--- src/include/ecc_pkg.sv ---
/*
  ecc_pkg: offsets, field positions, reset values, mode codes and
  timing constants of the capture/compare/PWM control block.
  Assumes an 8-bit register port and a 125 MHz system clock.
*/
package ecc_pkg;
  // ****************************************************************
  // register map
  // ****************************************************************
  localparam int         ADDR_W      = 3;
  localparam int         DATA_W      = 8;
  localparam logic [2:0] OFF_CONTROL = 3'h0;
  localparam logic [2:0] OFF_TSEL_LO = 3'h1;
  localparam logic [2:0] OFF_TSEL_HI = 3'h2;
  localparam logic [2:0] OFF_SHUTDN  = 3'h3;
  localparam logic [2:0] OFF_RESTART = 3'h4;
  localparam logic [2:0] OFF_DUTY_HI = 3'h5;
  localparam logic [7:0] RST_REG     = 8'h00;
  localparam logic [7:0] MASK_STD    = 8'h3f;
  localparam logic [7:0] MASK_TSL    = 8'hdb;
  localparam logic [7:0] MASK_TSH    = 8'h0f;
  // ****************************************************************
  // field positions
  // ****************************************************************
  localparam int CTRL_DUTY_LSB = 4;
  localparam int CTRL_CFG_LSB  = 6;
  localparam int SD_STATUS_BIT = 7;
  localparam int SD_SRC_LSB    = 4;
  localparam int SD_AC_LSB     = 2;
  localparam int SD_BD_LSB     = 0;
  localparam int RS_EN_BIT     = 7;
  localparam int TSL_U1_LSB    = 0;
  localparam int TSL_U2_LSB    = 3;
  localparam int TSL_U3_LSB    = 6;
  localparam int TSH_U4_LSB    = 0;
  localparam int TSH_U5_LSB    = 2;
  // ****************************************************************
  // mode, configuration and source codes
  // ****************************************************************
  localparam logic [3:0] MODE_OFF     = 4'h0;
  localparam logic [3:0] MODE_TOGGLE  = 4'h2;
  localparam logic [3:0] MODE_CAP_F   = 4'h4;
  localparam logic [3:0] MODE_CAP_R   = 4'h5;
  localparam logic [3:0] MODE_CAP_R4  = 4'h6;
  localparam logic [3:0] MODE_CAP_R16 = 4'h7;
  localparam logic [3:0] MODE_CMP_SET = 4'h8;
  localparam logic [3:0] MODE_CMP_CLR = 4'h9;
  localparam logic [3:0] MODE_CMP_SW  = 4'ha;
  localparam logic [3:0] MODE_SPECIAL = 4'hb;
  localparam logic [1:0] MODE_PWM_TOP = 2'h3;
  localparam logic [1:0] CFG_SINGLE   = 2'h0;
  localparam logic [1:0] CFG_FWD      = 2'h1;
  localparam logic [1:0] CFG_HALF     = 2'h2;
  localparam logic [1:0] CFG_REV      = 2'h3;
  localparam logic [1:0] TSEL_RSVD    = 2'h3;
  localparam logic [2:0] SRC_C1       = 3'h1;
  localparam logic [2:0] SRC_C2       = 3'h2;
  localparam logic [2:0] SRC_C12      = 3'h3;
  localparam logic [2:0] SRC_F        = 3'h4;
  localparam logic [2:0] SRC_FC1      = 3'h5;
  localparam logic [2:0] SRC_FC2      = 3'h6;
  localparam logic [2:0] SRC_FC12     = 3'h7;
  localparam int         BRIDGE_NONE  = 0;
  localparam int         BRIDGE_HALF  = 1;
  localparam int         BRIDGE_FULL  = 2;
  // ****************************************************************
  // timing
  // ****************************************************************
  localparam int         CLK_NS     = 8;
  localparam int         INSN_NS    = 4 * CLK_NS;
  localparam int         INSN_CLKS  = (INSN_NS + CLK_NS - 1) / CLK_NS;
  localparam logic [3:0] PRE4_LAST  = 4'h3;
  localparam logic [3:0] PRE16_LAST = 4'hf;
  typedef enum logic [1:0] {
    CLS_OFF, CLS_CAPTURE, CLS_COMPARE, CLS_PWM
  } ecc_class_type;
endpackage : ecc_pkg

--- src/design/ecc_ctrl.sv ---
/*
  ecc_ctrl: control of one capture/compare/PWM unit, its output
  steering for single, half and full bridge, auto-shutdown and dead
  band, plus the shared timer selection registers.
  Assumes timers, duty comparator and flag logic live outside; the
  compare match and raw PWM come from logic on the same clock.
*/
// Added by the designer: the placing of the registers and the strobed register port.
// Function
// [RQ1] mode 0000 holds unit off; 0001/0011 reserved
// [RQ2] mode 0010 toggles pin on each match
// [RQ3] capture on fall, rise, 4th or 16th rise
// [RQ4] 1000 sets, 1001 clears pin; flag set
// [RQ5] 1010 match only sets the flag
// [RQ6] 1011 sets flag and resets selected timer
// [RQ7] fifth unit trigger also sets converter enable
// [RQ8] control bits 5-4 are duty low bits
// [RQ9] non-PWM: A is capture/compare, others port
// [RQ10] half bridge: 0x single, 1x dead-band pair
// [RQ11] full bridge: 00 single, 10 half bridge
// [RQ12] forward and reverse full bridge pin drive
// [RQ13] mode bits 1/0 set A-C and B-D polarity
// [RQ14] timer choice code picks the time bases
// [RQ15] low select register holds units 1-3
// [RQ16] high select register holds units 4-5
// [RQ17] shutdown source field picks the trigger
// [RQ18] shutdown event sets status, forces safe pins
// [RQ19] restart enable clears status when event ends
// [RQ20] pair fields drive low, high or release
// [RQ21] synced comparator shutdown waits for timer 1
// [RQ22] dead band delays active-going edges
// [RQ23] flag requests are single-clock pulses
`timescale 1ns/1ns
module ecc_ctrl #(
  parameter int UNIT_NUM  = 1,
  parameter int BRIDGE    = ecc_pkg::BRIDGE_FULL
) (
  input  wire logic                        clk,
  input  wire logic                        rst,
  input  wire logic                        ce,
  input  wire logic [ecc_pkg::ADDR_W-1:0]  addr,
  input  wire logic [ecc_pkg::DATA_W-1:0]  wdata,
  input  wire logic                        wr,
  input  wire logic                        rd,
  output logic      [ecc_pkg::DATA_W-1:0]  rdata,
  input  wire logic [7:0]                  duty_high_register,
  input  wire logic                        capture_pin,
  input  wire logic                        fault_input,
  input  wire logic                        comp1_raw_output,
  input  wire logic                        comp2_raw_output,
  input  wire logic                        comp1_sync_enable,
  input  wire logic                        comp2_sync_enable,
  input  wire logic                        timer1_tick,
  input  wire logic                        compare_match,
  input  wire logic                        pwm_raw,
  output logic                             unit_held,
  output logic [9:0]                       duty_value,
  output logic [2:0]                       cc_timer,
  output logic [2:0]                       pwm_timer,
  output logic                             capture_event,
  output logic                             unit_event_flag_set,
  output logic                             timer_reset,
  output logic                             converter_enable_set,
  output logic                             shutdown_flag_set,
  output logic                             shutdown_status,
  output logic                             output_a_o,
  output logic                             output_a_oe,
  output logic                             output_b_o,
  output logic                             output_b_oe,
  output logic                             output_c_o,
  output logic                             output_c_oe,
  output logic                             output_d_o,
  output logic                             output_d_oe
);
  import ecc_pkg::*;

  // ****************************************************************
  // helpers
  // ****************************************************************
  function automatic logic [2:0] timer_num(input logic [1:0] code,
                                           input logic       pwm);
    if (code == TSEL_RSVD) begin
      timer_num = 3'h0;
    end else begin
      timer_num = {code, 1'b0} + {2'h0, pwm} + 3'h1;
    end
  endfunction : timer_num

  function automatic logic sd_select(input logic [2:0] src,
                                     input logic       flt_low,
                                     input logic       c1,
                                     input logic       c2);
    case (src)
      SRC_C1:   sd_select = c1;
      SRC_C2:   sd_select = c2;
      SRC_C12:  sd_select = c1 | c2;
      SRC_F:    sd_select = flt_low;
      SRC_FC1:  sd_select = flt_low | c1;
      SRC_FC2:  sd_select = flt_low | c2;
      SRC_FC12: sd_select = flt_low | c1 | c2;
      default:  sd_select = 1'b0;
    endcase
  endfunction : sd_select

  function automatic logic [1:0] safe_pin(input logic [1:0] field);
    // {enable, level}: 1x releases the pair
    safe_pin = {~field[1], field[0]};
  endfunction : safe_pin

  // ****************************************************************
  // registers
  // ****************************************************************
  logic [7:0]    ctrl_q;
  logic [7:0]    tsl_q;
  logic [7:0]    tsh_q;
  logic [6:0]    sdc_q;
  logic [7:0]    rdb_q;
  logic          status_q;
  ecc_class_type class_q;
  logic          wr_ctrl;
  logic          wr_sd;
  logic [3:0]    mode;
  logic [1:0]    cfg_eff;
  logic          pol_ac;
  logic          pol_bd;
  logic [1:0]    tcode;

  assign wr_ctrl = wr && (addr == OFF_CONTROL);
  assign wr_sd   = wr && (addr == OFF_SHUTDN);
  assign mode    = ctrl_q[3:0];
  assign pol_ac  = mode[1]; // RQ13
  assign pol_bd  = mode[0]; // RQ13

  always_ff @(posedge clk) begin
    if (rst) begin
      ctrl_q <= RST_REG;
      tsl_q  <= RST_REG;
      tsh_q  <= RST_REG;
      sdc_q  <= RST_REG[6:0];
      rdb_q  <= RST_REG;
    end else if (ce && wr) begin
      if (addr == OFF_CONTROL) begin
        ctrl_q <= (BRIDGE == BRIDGE_NONE) ? (wdata & MASK_STD) : wdata;
      end else if (addr == OFF_TSEL_LO) begin
        tsl_q <= wdata & MASK_TSL; // RQ15
      end else if (addr == OFF_TSEL_HI) begin
        tsh_q <= wdata & MASK_TSH; // RQ16
      end else if (addr == OFF_SHUTDN) begin
        sdc_q <= wdata[6:0];
      end else if (addr == OFF_RESTART) begin
        rdb_q <= wdata;
      end
    end
  end

  always_ff @(posedge clk) begin
    if (rst) begin
      rdata <= RST_REG;
    end else if (ce) begin
      if (!rd) begin
        rdata <= RST_REG;
      end else if (addr == OFF_CONTROL) begin
        rdata <= ctrl_q;
      end else if (addr == OFF_TSEL_LO) begin
        rdata <= tsl_q;
      end else if (addr == OFF_TSEL_HI) begin
        rdata <= tsh_q;
      end else if (addr == OFF_SHUTDN) begin
        rdata <= {status_q, sdc_q};
      end else if (addr == OFF_RESTART) begin
        rdata <= rdb_q;
      end else begin
        rdata <= RST_REG;
      end
    end
  end

  // ****************************************************************
  // mode class and timer choice
  // ****************************************************************
  always_ff @(posedge clk) begin
    if (rst) begin
      class_q <= CLS_OFF;
    end else if (ce) begin
      case (mode)
        MODE_OFF:                 class_q <= CLS_OFF; // RQ1
        MODE_TOGGLE:              class_q <= CLS_COMPARE;
        MODE_CAP_F, MODE_CAP_R,
        MODE_CAP_R4, MODE_CAP_R16: class_q <= CLS_CAPTURE;
        MODE_CMP_SET, MODE_CMP_CLR,
        MODE_CMP_SW, MODE_SPECIAL: class_q <= CLS_COMPARE;
        default: begin
          if (mode[3:2] == MODE_PWM_TOP) begin
            class_q <= CLS_PWM;
          end else begin
            class_q <= CLS_OFF; // RQ1
          end
        end
      endcase
    end
  end

  always_comb begin
    case (UNIT_NUM)
      2:       tcode = tsl_q[TSL_U2_LSB +: 2]; // RQ15
      3:       tcode = tsl_q[TSL_U3_LSB +: 2]; // RQ15
      4:       tcode = tsh_q[TSH_U4_LSB +: 2]; // RQ16
      5:       tcode = tsh_q[TSH_U5_LSB +: 2]; // RQ16
      default: tcode = tsl_q[TSL_U1_LSB +: 2]; // RQ15
    endcase
    if (BRIDGE == BRIDGE_FULL) begin
      cfg_eff = ctrl_q[CTRL_CFG_LSB +: 2]; // RQ11
    end else if (BRIDGE == BRIDGE_HALF) begin
      cfg_eff = {ctrl_q[CTRL_CFG_LSB + 1], 1'b0}; // RQ10
    end else begin
      cfg_eff = CFG_SINGLE;
    end
  end

  always_ff @(posedge clk) begin
    if (rst) begin
      cc_timer   <= 3'h0;
      pwm_timer  <= 3'h0;
      duty_value <= 10'h000;
      unit_held  <= 1'b1;
    end else if (ce) begin
      cc_timer   <= timer_num(tcode, 1'b0); // RQ14
      pwm_timer  <= timer_num(tcode, 1'b1); // RQ14
      duty_value <= {duty_high_register,
                     ctrl_q[CTRL_DUTY_LSB +: 2]}; // RQ8
      unit_held  <= (class_q == CLS_OFF); // RQ1
    end
  end

  // ****************************************************************
  // two-flop pin synchronisers
  // ****************************************************************
  logic [3:0] sync1_q;
  logic [3:0] sync2_q;

  always_ff @(posedge clk) begin
    if (rst) begin
      sync1_q <= 4'h0;
      sync2_q <= 4'h0;
    end else if (ce) begin
      sync1_q <= {comp2_raw_output, comp1_raw_output,
                  ~fault_input, capture_pin};
      sync2_q <= sync1_q;
    end
  end

  // ****************************************************************
  // capture and compare
  // ****************************************************************
  logic       cap_prev_q;
  logic [3:0] pre_q;
  logic       match_prev_q;
  logic       cc_pin_q;
  logic       rise;
  logic       fall;
  logic       match_p;
  logic       cap_hit;
  logic       cmp_flag;

  assign rise    = sync2_q[0] & ~cap_prev_q;
  assign fall    = ~sync2_q[0] & cap_prev_q;
  assign match_p = compare_match & ~match_prev_q;
  assign cmp_flag = match_p && (class_q == CLS_COMPARE) && mode[3];

  always_comb begin
    cap_hit = 1'b0;
    if (class_q == CLS_CAPTURE) begin
      case (mode)
        MODE_CAP_F:   cap_hit = fall; // RQ3
        MODE_CAP_R:   cap_hit = rise; // RQ3
        MODE_CAP_R4:  cap_hit = rise && (pre_q == PRE4_LAST); // RQ3
        default:      cap_hit = rise && (pre_q == PRE16_LAST); // RQ3
      endcase
    end
  end

  always_ff @(posedge clk) begin
    if (rst) begin
      cap_prev_q   <= 1'b0;
      match_prev_q <= 1'b0;
      pre_q        <= 4'h0;
    end else if (ce) begin
      cap_prev_q   <= sync2_q[0];
      match_prev_q <= compare_match;
      if (wr_ctrl || class_q != CLS_CAPTURE) begin
        pre_q <= 4'h0; // RQ1
      end else if (rise) begin
        if (cap_hit) begin
          pre_q <= 4'h0;
        end else begin
          pre_q <= pre_q + 4'h1;
        end
      end
    end
  end

  always_ff @(posedge clk) begin
    if (rst) begin
      cc_pin_q <= 1'b0;
    end else if (ce) begin
      if (class_q == CLS_OFF) begin
        cc_pin_q <= 1'b0; // RQ1
      end else if (match_p && class_q == CLS_COMPARE) begin
        if (mode == MODE_TOGGLE) begin
          cc_pin_q <= ~cc_pin_q; // RQ2
        end else if (mode == MODE_CMP_SET) begin
          cc_pin_q <= 1'b1; // RQ4
        end else if (mode == MODE_CMP_CLR) begin
          cc_pin_q <= 1'b0; // RQ4
        end
      end
    end
  end

  // one-cycle requests to flag, timer, converter
  always_ff @(posedge clk) begin
    if (rst) begin
      capture_event        <= 1'b0;
      unit_event_flag_set  <= 1'b0;
      timer_reset          <= 1'b0;
      converter_enable_set <= 1'b0;
    end else if (ce) begin
      capture_event        <= cap_hit;
      unit_event_flag_set  <= cap_hit | cmp_flag; // RQ4 RQ5 RQ23
      timer_reset          <= cmp_flag && mode == MODE_SPECIAL; // RQ6
      converter_enable_set <= cmp_flag && mode == MODE_SPECIAL
                              && UNIT_NUM == 5; // RQ7
    end
  end

  // ****************************************************************
  // auto-shutdown
  // ****************************************************************
  logic c1_hold_q;
  logic c2_hold_q;
  logic c1_eff;
  logic c2_eff;
  logic sd_event;

  always_ff @(posedge clk) begin
    if (rst) begin
      c1_hold_q <= 1'b0;
      c2_hold_q <= 1'b0;
    end else if (ce && timer1_tick) begin
      c1_hold_q <= sync2_q[2]; // RQ21
      c2_hold_q <= sync2_q[3]; // RQ21
    end
  end

  assign c1_eff   = comp1_sync_enable ? c1_hold_q : sync2_q[2]; // RQ21
  assign c2_eff   = comp2_sync_enable ? c2_hold_q : sync2_q[3]; // RQ21
  assign sd_event = sd_select(sdc_q[SD_SRC_LSB +: 3], sync2_q[1],
                              c1_eff, c2_eff); // RQ17

  always_ff @(posedge clk) begin
    if (rst) begin
      status_q          <= 1'b0;
      shutdown_flag_set <= 1'b0;
    end else if (ce) begin
      shutdown_flag_set <= sd_event & ~status_q; // RQ23
      if (sd_event || (wr_sd && wdata[SD_STATUS_BIT])) begin
        status_q <= 1'b1; // RQ18
      end else if (class_q == CLS_OFF) begin
        status_q <= 1'b0;
      end else if (rdb_q[RS_EN_BIT]) begin
        status_q <= 1'b0; // RQ19
      end else if (wr_sd) begin
        status_q <= 1'b0; // RQ19
      end
    end
  end

  assign shutdown_status = status_q;

  // ****************************************************************
  // dead band
  // ****************************************************************
  logic       pwm_prev_q;
  logic [9:0] db_q;
  logic [9:0] db_d;
  logic       act_a_q;
  logic       act_b_q;

  always_comb begin
    if (pwm_raw != pwm_prev_q) begin
      db_d = 10'(rdb_q[6:0]) * 10'(INSN_CLKS); // RQ22
    end else if (db_q != 10'h000) begin
      db_d = db_q - 10'h001;
    end else begin
      db_d = 10'h000;
    end
  end

  always_ff @(posedge clk) begin
    if (rst) begin
      pwm_prev_q <= 1'b0;
      db_q       <= 10'h000;
      act_a_q    <= 1'b0;
      act_b_q    <= 1'b0;
    end else if (ce) begin
      pwm_prev_q <= pwm_raw;
      db_q       <= db_d;
      act_a_q    <= pwm_raw && (db_d == 10'h000); // RQ22
      act_b_q    <= !pwm_raw && (db_d == 10'h000); // RQ22
    end
  end

  // ****************************************************************
  // output steering: {d, c, b, a}
  // ****************************************************************
  logic [3:0] lvl;
  logic [3:0] en;
  logic [3:0] out_q;
  logic [3:0] oe_q;
  logic [1:0] ss_ac;
  logic [1:0] ss_bd;

  assign ss_ac = safe_pin(sdc_q[SD_AC_LSB +: 2]);
  assign ss_bd = safe_pin(sdc_q[SD_BD_LSB +: 2]);

  always_comb begin
    lvl = 4'h0;
    en  = 4'h0;
    if (class_q == CLS_PWM) begin
      case (cfg_eff)
        CFG_SINGLE: begin
          lvl = {3'h0, pwm_raw ^ pol_ac}; // RQ10 RQ11
          en  = 4'h1;
        end
        CFG_HALF: begin
          lvl = {2'h0, act_b_q ^ pol_bd, act_a_q ^ pol_ac}; // RQ10
          en  = 4'h3; // RQ11
        end
        CFG_FWD: begin
          lvl = {pwm_raw ^ pol_bd, pol_ac, pol_bd, ~pol_ac}; // RQ12
          en  = 4'hf;
        end
        default: begin
          lvl = {pol_bd, ~pol_ac, pwm_raw ^ pol_bd, pol_ac}; // RQ12
          en  = 4'hf;
        end
      endcase
      if (status_q) begin
        lvl = {ss_bd[0], ss_ac[0], ss_bd[0], ss_ac[0]}; // RQ20
        en  = en & {ss_bd[1], ss_ac[1], ss_bd[1], ss_ac[1]}; // RQ18
      end
    end else if (class_q == CLS_COMPARE) begin
      lvl = {3'h0, cc_pin_q}; // RQ9
      en  = 4'h1; // RQ9
    end
  end

  always_ff @(posedge clk) begin
    if (rst) begin
      out_q <= 4'h0;
      oe_q  <= 4'h0;
    end else if (ce) begin
      out_q <= lvl & en;
      oe_q  <= en;
    end
  end

  assign output_a_o  = out_q[0];
  assign output_b_o  = out_q[1];
  assign output_c_o  = out_q[2];
  assign output_d_o  = out_q[3];
  assign output_a_oe = oe_q[0];
  assign output_b_oe = oe_q[1];
  assign output_c_oe = oe_q[2];
  assign output_d_oe = oe_q[3];
endmodule : ecc_ctrl

--- config.mk ---
export PLATFORM = sky130hd
export DESIGN_NAME = ecc_ctrl
export DESIGN_NICKNAME = d
export VERILOG_FILES = /design/src/include/ecc_pkg.sv /design/src/design/ecc_ctrl.sv
export SDC_FILE = /design/constraint.sdc
export NUM_CORES = 1
export LEC_CHECK = 0
export CORE_ASPECT_RATIO = 1.25
export CORE_UTILIZATION = 45
export CTS_BUF_LIST = sky130_fd_sc_hd__clkbuf_8
export CTS_CLUSTER_SIZE = 28
export DETAILED_ROUTE_END_ITERATION = 6
export DONT_BUFFER_PORTS = 1
export PLACE_DENSITY = 0.72
export REMOVE_ABC_BUFFERS = 1
export SKIP_LAST_GASP = 1
export SYNTH_ARGS = -nofsm -noshare
export SYNTH_HDL_FRONTEND = slang
export SYNTH_SLANG_ARGS = --single-unit
--- constraint.sdc ---
create_clock -name clk -period 5.93 [get_ports clk]
set_clock_uncertainty 0.05 [all_clocks]
set_input_delay 0.2965 -clock clk [delete_from_list [all_inputs] [get_ports clk]]
set_output_delay 0.2965 -clock clk [all_outputs]
set_load 0.005 [all_outputs]
==> Flow_metrics.wiki, run 1 <==
{| class="wikitable"
! Metric !! Value
|-
| Outcome || completed
|-
| CP max FO || 9
|-
| Final max-slew violation count || 0
|-
| Post-route minimum period || 2.755 ns
|-
| Die ar. || between 10000 and 15000 um^2
|-
| Register clock-pin slew on the reported worst setup and hold paths || roughly 0.11 ns
|-
| Post-Syn Area || between 4000 and 5000 um^2
|-
| I/O pins || 72
|-
| Most common cell after layout, fill and taps aside || dfxtp_1
|-
| Count of final setup violators || 0
|-
| Crit path arrival time || 2.98 ns
|-
| Latest clock arrival within the worst-skew pair || around 0.38 ns
|-
| Clock tree from TritonCTS || done
|-
| Setup repair after global routing missed its margin || false
|-
| Leading cell types in the layout, fill and taps excluded || dfxtp_1, nor2_1, mux2i_1, nand2_1, a21oi_1
|-
| Total number of yosys warnings || 0
|-
| Pin count of the biggest net entering global routing || 100
|-
| Half-perimeter wire length after placement || roughly 7.6 mm
|-
| Post-route DRC violation count || 0
|-
| Floorplan die width || roughly 94 um
|-
| Root Driver || clkbuf_8
|-
| Number of filler cells placed in the layout || between 900 and 1000
|-
| Worst vdd ir || approximately 0.16 mV
|-
| Upper clock frequency limit || ~0.36 GHz
|-
| Deepest level of the CTS H-tree || 3
|-
| Synth-to-layout area growth || 5.898%
|-
| Areal power density over the cells || between 200 and 300 nW/um^2
|-
| Post-route fraction of the period consumed by the critical path || approximately 46%
|-
| Tot GR Track Use || between 20% and 30%
|-
| Overall overflow remaining after global route || 0
|-
| Number of different library cells in the post-synthesis netlist || 60
|-
| Hold_ws || ~0.0070 ns
|-
| Via density per instance || between 5 and 6
|-
| Initial Utilization || between 40% and 50%
|-
| Average routed wire per standard cell || around 17 um
|-
| Mean instance size in the synthesized netlist || 8.670 um^2
|-
| Proportion of synthesized chip area in sequential cells || between 40% and 50%
|-
| Count of flip-flops with a built-in enable after synthesis || 0
|-
| Critical path launch point type || flip-flop
|-
| Number of antenna violations at the first check in global routing || 0
|-
| Critical Path RT || ~6.2 ns
|-
| Global-route wire length before repair || 18.49 mm
|-
| Fraction of registers with async set or reset after synthesis || 0%
|-
| Number of sinks driven by the clock tree || just over 100
|-
| Total clock buffers created by CTS || 9
|-
| Total leakage power || 0.001904 uW
|-
| Path class of the lowest-slack min-delay path || in2reg
|-
| Pre-Repair DR Iteration Count || 4
|-
| Transition time at the pin with the least slew margin || roughly 1.0 ns
|-
| Post-CTS setup repair buffer count || 0
|-
| Count of routing violations after the opening detailed-route iteration || 207
|-
| Flops & latches, synth || around 100
|-
| Count of endpoints failing hold in the final timing report || 0
|-
| Synthesized instance count || around 550
|-
| Share of post-route cells with drive strength above 1 || under 10%
|-
| Global placement routability congestion || around 0.86
|-
| Via count || 3880
|-
| Number of nets with antenna violations after detailed routing || 0
|-
| Max Root-Sink Buffers || 2
|-
| Area of the placeable core || between 10000 and 15000 um^2
|-
| Height of the die || approximately 120 um
|-
| Antenna Cells || 0
|-
| Final layout net count || 566
|-
| Port-buffer cells || 0
|-
| Most instantiated flip-flop cell in the synthesis netlist || dfxtp_1
|-
| Via count of the first global-routing pass || roughly 3700
|-
| Total of max-cap violations || 0
|-
| Row Count || 41
|-
| Crit end category || flip-flop
|-
| Headroom to the max-slew limit || between 30% and 40%
|-
| Post-Route WL || 11.41 mm
|-
| Category of the most critical setup path || reg2reg
|-
| Setup TNS || 0 ns
|}
-- flip-flops by register name, summed over array words and instances, names as in the netlist, 3 cells and up --
| name | cells |
|---|---|
| rdata | 8 |
| db_q | 10 |
| oe_q | 4 |
| rdb_q | 8 |
| sync2_q | 4 |
| sdc_q | 7 |
| cc_timer | 3 |
| duty_value | 10 |
| tsl_q | 6 |
| out_q | 4 |
| sync1_q | 4 |
| tsh_q | 4 |
| ctrl_q | 8 |
| pre_q | 4 |
-- final cells by class --
| class | instances | area, um^2 | share of cell area [%] |
|---|---|---|---|
| timing repair buffer | 5 | 65.06 | 1.281 |
| tap | 129 | 161.4 | 3.179 |
| sequential | 102 | 2042 | 40.22 |
| clock inverter | 7 | 103.9 | 2.045 |
| multi-input combinational | 394 | 2521 | 49.66 |
| clock buffer | 9 | 123.9 | 2.440 |
| inverter | 16 | 60.06 | 1.183 |
-- cell usage after synthesis (all sizes together), types with 2 or more instances --
library cell / n / area [um^2]
a22oi: 4 / 30.03
mux2i: 66 / 660.6
o211ai: 5 / 37.54
mux2: 3 / 33.78
o22ai: 3 / 18.77
or3b: 2 / 17.52
or4: 3 / 26.27
nand3: 16 / 80.08
clkbuf: 34 / 128.9
a21oi: 30 / 150.1
nand3b: 5 / 37.54
nand4b: 2 / 17.52
a211oi: 5 / 37.54
buf: 8 / 46.28
inv: 16 / 60.06
xnor2: 5 / 43.79
xor2: 2 / 17.52
nor2b: 5 / 31.28
nor3: 8 / 51.30
or2: 2 / 12.51
nor2: 94 / 352.8
nand2b: 8 / 50.05
or4b: 2 / 20.02
a22o: 3 / 26.28
and3: 2 / 12.51
a211o: 3 / 26.28
dfxtp: 102 / 2042
nand2: 40 / 150.1
or3: 4 / 25.02
a2bb2oi: 2 / 17.52
nand4: 6 / 37.54
ha: 5 / 62.56
o31ai: 5 / 42.54
o21ai: 17 / 85.08
a31oi: 4 / 25.02
a311oi: 4 / 35.03
nor4: 3 / 18.77
o41ai: 3 / 26.28
o2111ai: 7 / 61.31
nor4b: 2 / 17.52
-- kinds of logic (layout without fill, tap and decap cells) --
family                     Yosys count  after routing  synth area share (%)
muxes                               70             70                 14.95
and+or+nand+nor                    208            208                 20.75
other                                1              2               0.07821
adders and majority gates            5              5                 1.305
buffers and inverters               58             37                 4.906
DFF                                102            102                 42.59
AOI/OAI and AO/OA                  102            102                 14.14
xor gates and xnor gates             7              7                 1.279
-- final timing paths --
| kind | startpoint | end | slack, ns | cells after the start |
|---|---|---|---|---|
| worst max-delay path | db_q[0]$_SDFFE_PP0P_ | act_b_q$_SDFFE_PP0P_ | 3.18 | 7 |
| worst min-delay path | wdata[5] | rdb_q[5]$_SDFFE_PP0P_ | 0.007 | 2 |
| worst max register to register | db_q[0]$_SDFFE_PP0P_ | act_b_q$_SDFFE_PP0P_ | 3.18 | 7 |
| worst min register to register | c2_hold_q$_SDFFE_PP0P_ | c2_hold_q$_SDFFE_PP0P_ | 0.41 | 2 |
-- metal layers --
metal / wire [um] / global-route usage [%] / vias to the layer above
li1: - / - / 1906
met1: 4708 / 25.97 / 1831
met2: 5697 / 35.33 / 118
met3: 684 / 4.669 / 25
met4: 320 / 9.615 / 0
met5: 0 / 0 / -
-- worst max-delay path, stage by stage (launching register included) --
cell and delay, ns:
dfxtp_1 0.40, inv_1 0.09, ha_1 0.22, or4b_1 0.55, nor3_4 0.31, o31ai_2 0.13
or4b_1 0.56, o41ai_1 0.34
-- where the power goes --
part	switching (uW)	total, uW	internal (uW)
Clock	255	499	243
Sequential	23.2	728	705
Combinational	85.9	151	65.1
Total	364	1380	1010
-- what timing repair did --
action                     in CTS  in global routing
gates resized for setup         0                  0
hold buffers                    3                  1
hold endpoints to repair       99                  1
setup endpoints to repair       0                  0
-- per-stage QoR --
stage / std cells / cell area [um^2] / utilization (%) / worst slack (ns) / power [uW]
floorplan: 512 / 4623 / - / 3.505 / 847.9
global placement: 642 / 4792 / 46.94 / 3.323 / 873.1
global route: 662 / 5077 / 49.74 / 2.998 / 1429
detailed placement: 642 / 4792 / 46.94 / 3.170 / 877.7
finish: 662 / 5077 / 49.74 / 3.175 / 1378
CTS: 661 / 5067 / 49.64 / 3.166 / 1384
Note: power is estimated with default switching activity, not from simulation.
==> run 2: changes to the inputs <==
ABC_AREA = 1   (was unset)
PLACE_DENSITY = 0.74   (was 0.72)
clock period = 2.2 ns   (was 5.93 ns; I/O delays follow)
==> run 2 against run 1 <==
Register-to-register slack worse by 3.0 ns. Global-route usage up 2.2 points. Area after synthesis down 2.4%. Sequential power rose to 2.7 times the previous value. Sequential share of layout area down 1.4 points. Critical path depth down 2. Routed wire length up 6.3%. Clock-buffer cell count unchanged.
==> Flow_metrics.wiki, run 2 <==
{| class="wikitable"
! Metric !! Value
|-
| Setup TNS || 0 ns (unchanged)
|-
| Fin util || 52.04% (+2.3 points)
|-
| Overall overflow remaining after global route || 0 (unchanged)
|-
| Crit end category || flip-flop
|-
| Dominant cells by area after synthesis || dfxtp_1, o21ai_0, a21oi_1, nor2_1, nand2_1
|-
| Count of final setup violators || 0 (unchanged)
|-
| Port-buffer cells || 0 (unchanged)
|-
| Cell Chain, Critical Path || clkinv_1 > nor3_1 > o221ai_1 > a21oi_1 > dlygate4sd3_1
|-
| Category of the most critical setup path || reg2reg
|-
| Via count || 4412 (+14%)
|-
| Hold_ws || 0.05391 ns (+0.04692 ns)
|-
| Synthesized instance count || 662 (+20%)
|-
| Row Count || 41 (unchanged)
|-
| Clock tree from TritonCTS || done
|-
| Half-perimeter wire length after placement || 8.208 mm (+7.8%)
|-
| Post-route fraction of the period consumed by the critical path || 94.05% (+48 points)
|-
| Proportion of synthesized area in mux cells || 0% (-15 points)
|-
| Floorplan die width || 93.21 um (-1.2%)
|-
| Total number of yosys warnings || 0 (unchanged)
|-
| R2r endpoint || out_q[3]$_SDFFE_PP0P_
|-
| Post-Syn Area || 4679 um^2 (-2.4%)
|-
| Die ar. || 10810 um^2 (-2.4%)
|-
| Critical path launch point type || flip-flop
|-
| I/O pins || 72 (unchanged)
|-
| Post-Route WL || 12.12 mm (+6.3%)
|-
| Number of nets with antenna violations after detailed routing || 0 (unchanged)
|-
| Register clock-pin slew on the reported worst setup and hold paths || 0.10 ns (about the same)
|-
| Number of sinks driven by the clock tree || 102 (unchanged)
|-
| Adder-cell area share of the yosys netlist || 1.337% (+0.032 points)
|-
| Height of the die || 116.0 um (-1.2%)
|-
| Combined area of the multi-input logic cells || 2218 um^2 (-12%)
|-
| Final cell count without fillers || 811 (+23%)
|-
| Post-route DRC violation count || 0 (unchanged)
|-
| Simple-gate portion of the synthesized area || 21.63% (+0.88 points)
|-
| Crit path arrival time || 2.34 ns (-0.64 ns)
|-
| Slowest Stage Delay on Critical Path || 0.54 ns (-0.02 ns)
|-
| Latest clock arrival within the worst-skew pair || 0.37 ns (about the same)
|-
| Most frequent cell after synthesis || dfxtp_1
|-
| Setup repair after global routing missed its margin || false
|-
| Initial Utilization || 46.30% (-0.66 points)
|-
| Global-route wire length before repair || 20.22 mm (+9.3%)
|-
| Launch point of the critical path || ctrl_q[6]$_SDFFE_PP0P_
|-
| Post-CTS setup repair buffer count || 0 (unchanged)
|-
| Path depth of the worst reg2reg path || 5 (-2)
|-
| Leading cell types in the layout, fill and taps excluded || dfxtp_1, o21ai_0, nor2_1, nand2_1, inv_1
|-
| Worst vdd ir || 0.3921 mV (+150%)
|-
| Tot GR Track Use || 23.58% (+2.2 points)
|-
| Register area || 2042 um^2 (unchanged)
|-
| Count of routing violations after the opening detailed-route iteration || 287 (+39%)
|-
| Critical Path RT || 2.47 ns (-3.68 ns)
|-
| Antenna Cells || 0 (unchanged)
|-
| Most frequent cells after synthesis || dfxtp_1, o21ai_0, nor2_1
|-
| Final layout net count || 716 (+27%)
|-
| Total of max-cap violations || 0 (unchanged)
|-
| Master of the slowest instance on the critical path || dlygate4sd3_1
|-
| Hold Path Depth || 2 (unchanged)
|-
| Pin count of the biggest net entering global routing || 62 (-38%)
|-
| Mean instance size in the synthesized netlist || 7.069 um^2 (-18%)
|-
| Main combinational cell family by area after synthesis || compound AO/OA/AOI/OAI gates
|-
| CP max FO || 9 (unchanged)
|-
| Average routed wire per standard cell || 14.95 um (-13%)
|-
| Beginning of the worst register-to-register path || ctrl_q[6]$_SDFFE_PP0P_
|-
| Pre-Repair DR Iteration Count || 7 (+3)
|-
| Cell accounting for the most synthesized area || dfxtp_1
|-
| Hold Startpoint || ce
|-
| Via density per instance || 5.440 (-7.2%)
|-
| Max Root-Sink Buffers || 2 (unchanged)
|-
| Synth-to-layout area growth || 12.38%
|-
| Minimum setup slack among reg-to-reg paths || 0.13 ns (-3.04 ns)
|-
| Via count of the first global-routing pass || 4239 (+15%)
|-
| Final design instance area without fill || 5259 um^2 (+3.6%)
|-
| Compound-Gate Fraction of Synth Area || 23.34% (+9.2 points)
|-
| Share of the synthesized area in the top cell type || 43.64% (+1.0 points)
|-
| Number of filler cells placed in the layout || 964 (+2.7%)
|-
| Total leakage power || 0.002141 uW (+12%)
|-
| Count of endpoints failing hold in the final timing report || 0 (unchanged)
|-
| Post-route minimum period || 2.069 ns (-0.6858 ns)
|-
| Share of post-route cells with drive strength above 1 || 5.132% (-0.50 points)
|-
| Most instantiated flip-flop cell in the synthesis netlist || dfxtp_1
|-
| End point of the most critical hold path || cap_prev_q$_SDFFE_PP0P_
|-
| Areal power density over the cells || 691.7 nW/um^2 (+150%)
|-
| Upper clock frequency limit || 0.4833 GHz (+33%)
|-
| Path class of the lowest-slack min-delay path || in2reg
|-
| Most common cell after layout, fill and taps aside || dfxtp_1
|-
| Number of different library cells in the post-synthesis netlist || 37 (-38%)
|-
| Deepest level of the CTS H-tree || 3 (unchanged)
|-
| Flops & latches, synth || 102 (unchanged)
|-
| Resize count post-CTS || 0 (unchanged)
|-
| Area of the placeable core || 10110 um^2 (-1.0%)
|-
| Total clock buffers created by CTS || 9 (unchanged)
|-
| Root Driver || clkbuf_8
|-
| Proportion of synthesized chip area in sequential cells || 43.64% (+1.0 points)
|-
| Final max-slew violation count || 0 (unchanged)
|-
| Number of antenna violations at the first check in global routing || 0 (unchanged)
|-
| Count of flip-flops with a built-in enable after synthesis || 0 (unchanged)
|-
| Placed instance area || 4741 um^2 (-1.1%)
|-
| Global placement routability congestion || 0.8469 (-1.6%)
|-
| Headroom to the max-slew limit || 66.26% (+36 points)
|-
| Placed Cells || 765 (+19%)
|-
| Post-Synth XOR/XNOR Area || 0.9358% (-0.34 points)
|-
| Outcome || completed
|-
| Hold bufs inserted after CTS || 31 (+28)
|-
| Transition time at the pin with the least slew margin || 0.5048 ns (-0.5405 ns)
|-
| Fraction of registers with async set or reset after synthesis || 0% (unchanged)
|-
| Largest registers || db_q: 10 flops, duty_value: 10 flops
|}
## run 2: how the worst max path moves through the flow
stage | end | depth (start not counted)
2_1_floorplan | act_b_q$_SDFFE_PP0P_ | 12
3_3_place_gp | act_b_q$_SDFFE_PP0P_ | 12
3_5_place_dp | act_a_q$_SDFFE_PP0P_ | 12
4_1_cts | out_q[3]$_SDFFE_PP0P_ | 5
5_1_grt | out_q[3]$_SDFFE_PP0P_ | 5
6_report | out_q[3]$_SDFFE_PP0P_ | 5
## run 2: metrics by stage
| step | total power [uW] | setup slack [ns] |
|---|---|---|
| after floorplan | 2325 | 0.5460 |
| after global placement | 2415 | 0.4042 |
| after detailed placement | 2422 | 0.3451 |
| after CTS | 3643 | 0.1978 |
| after global routing | 3802 | 0.06301 |
| final | 3637 | 0.1309 |
## run 2: logic make-up after synthesis
kind of cell,Yosys count
compound gates,202
xor+xnor,5
fa+ha+maj,5
buf+inv,109
flops,102
other cells,1
simple gates,238
## run 2: cell type report
type	count	area share (%)
clock buffers	9	2.355
flip-flops and latches	102	38.83
inverters	79	5.639
clock inverters	6	1.213
multi-input cells	452	42.18
repair buffers	34	6.709
well taps	129	3.069
## run 2: power by group
| part | leakage [uW] | internal [uW] | switching, uW |
|---|---|---|---|
| sequential | 0.000834 | 1920 | 57.5 |
| combinational | 0.00122 | 178 | 311 |
| clock | 0.0000911 | 518 | 650 |
## run 2: layer usage
metal	vias to the layer above	GRT usage (%)	wire (um)
met1	2035	30.30	5399
met5	-	0	0
li1	2221	-	-
met2	139	39.80	5833
met3	17	4.068	667
met4	0	8.410	223
## run 2: critical path, delay by kind of cell (launching register included)
kind            cells  cell delay, ns
buf+inv             2            0.83
flops               1            0.40
simple gates        1            0.39
compound gates      2            0.35
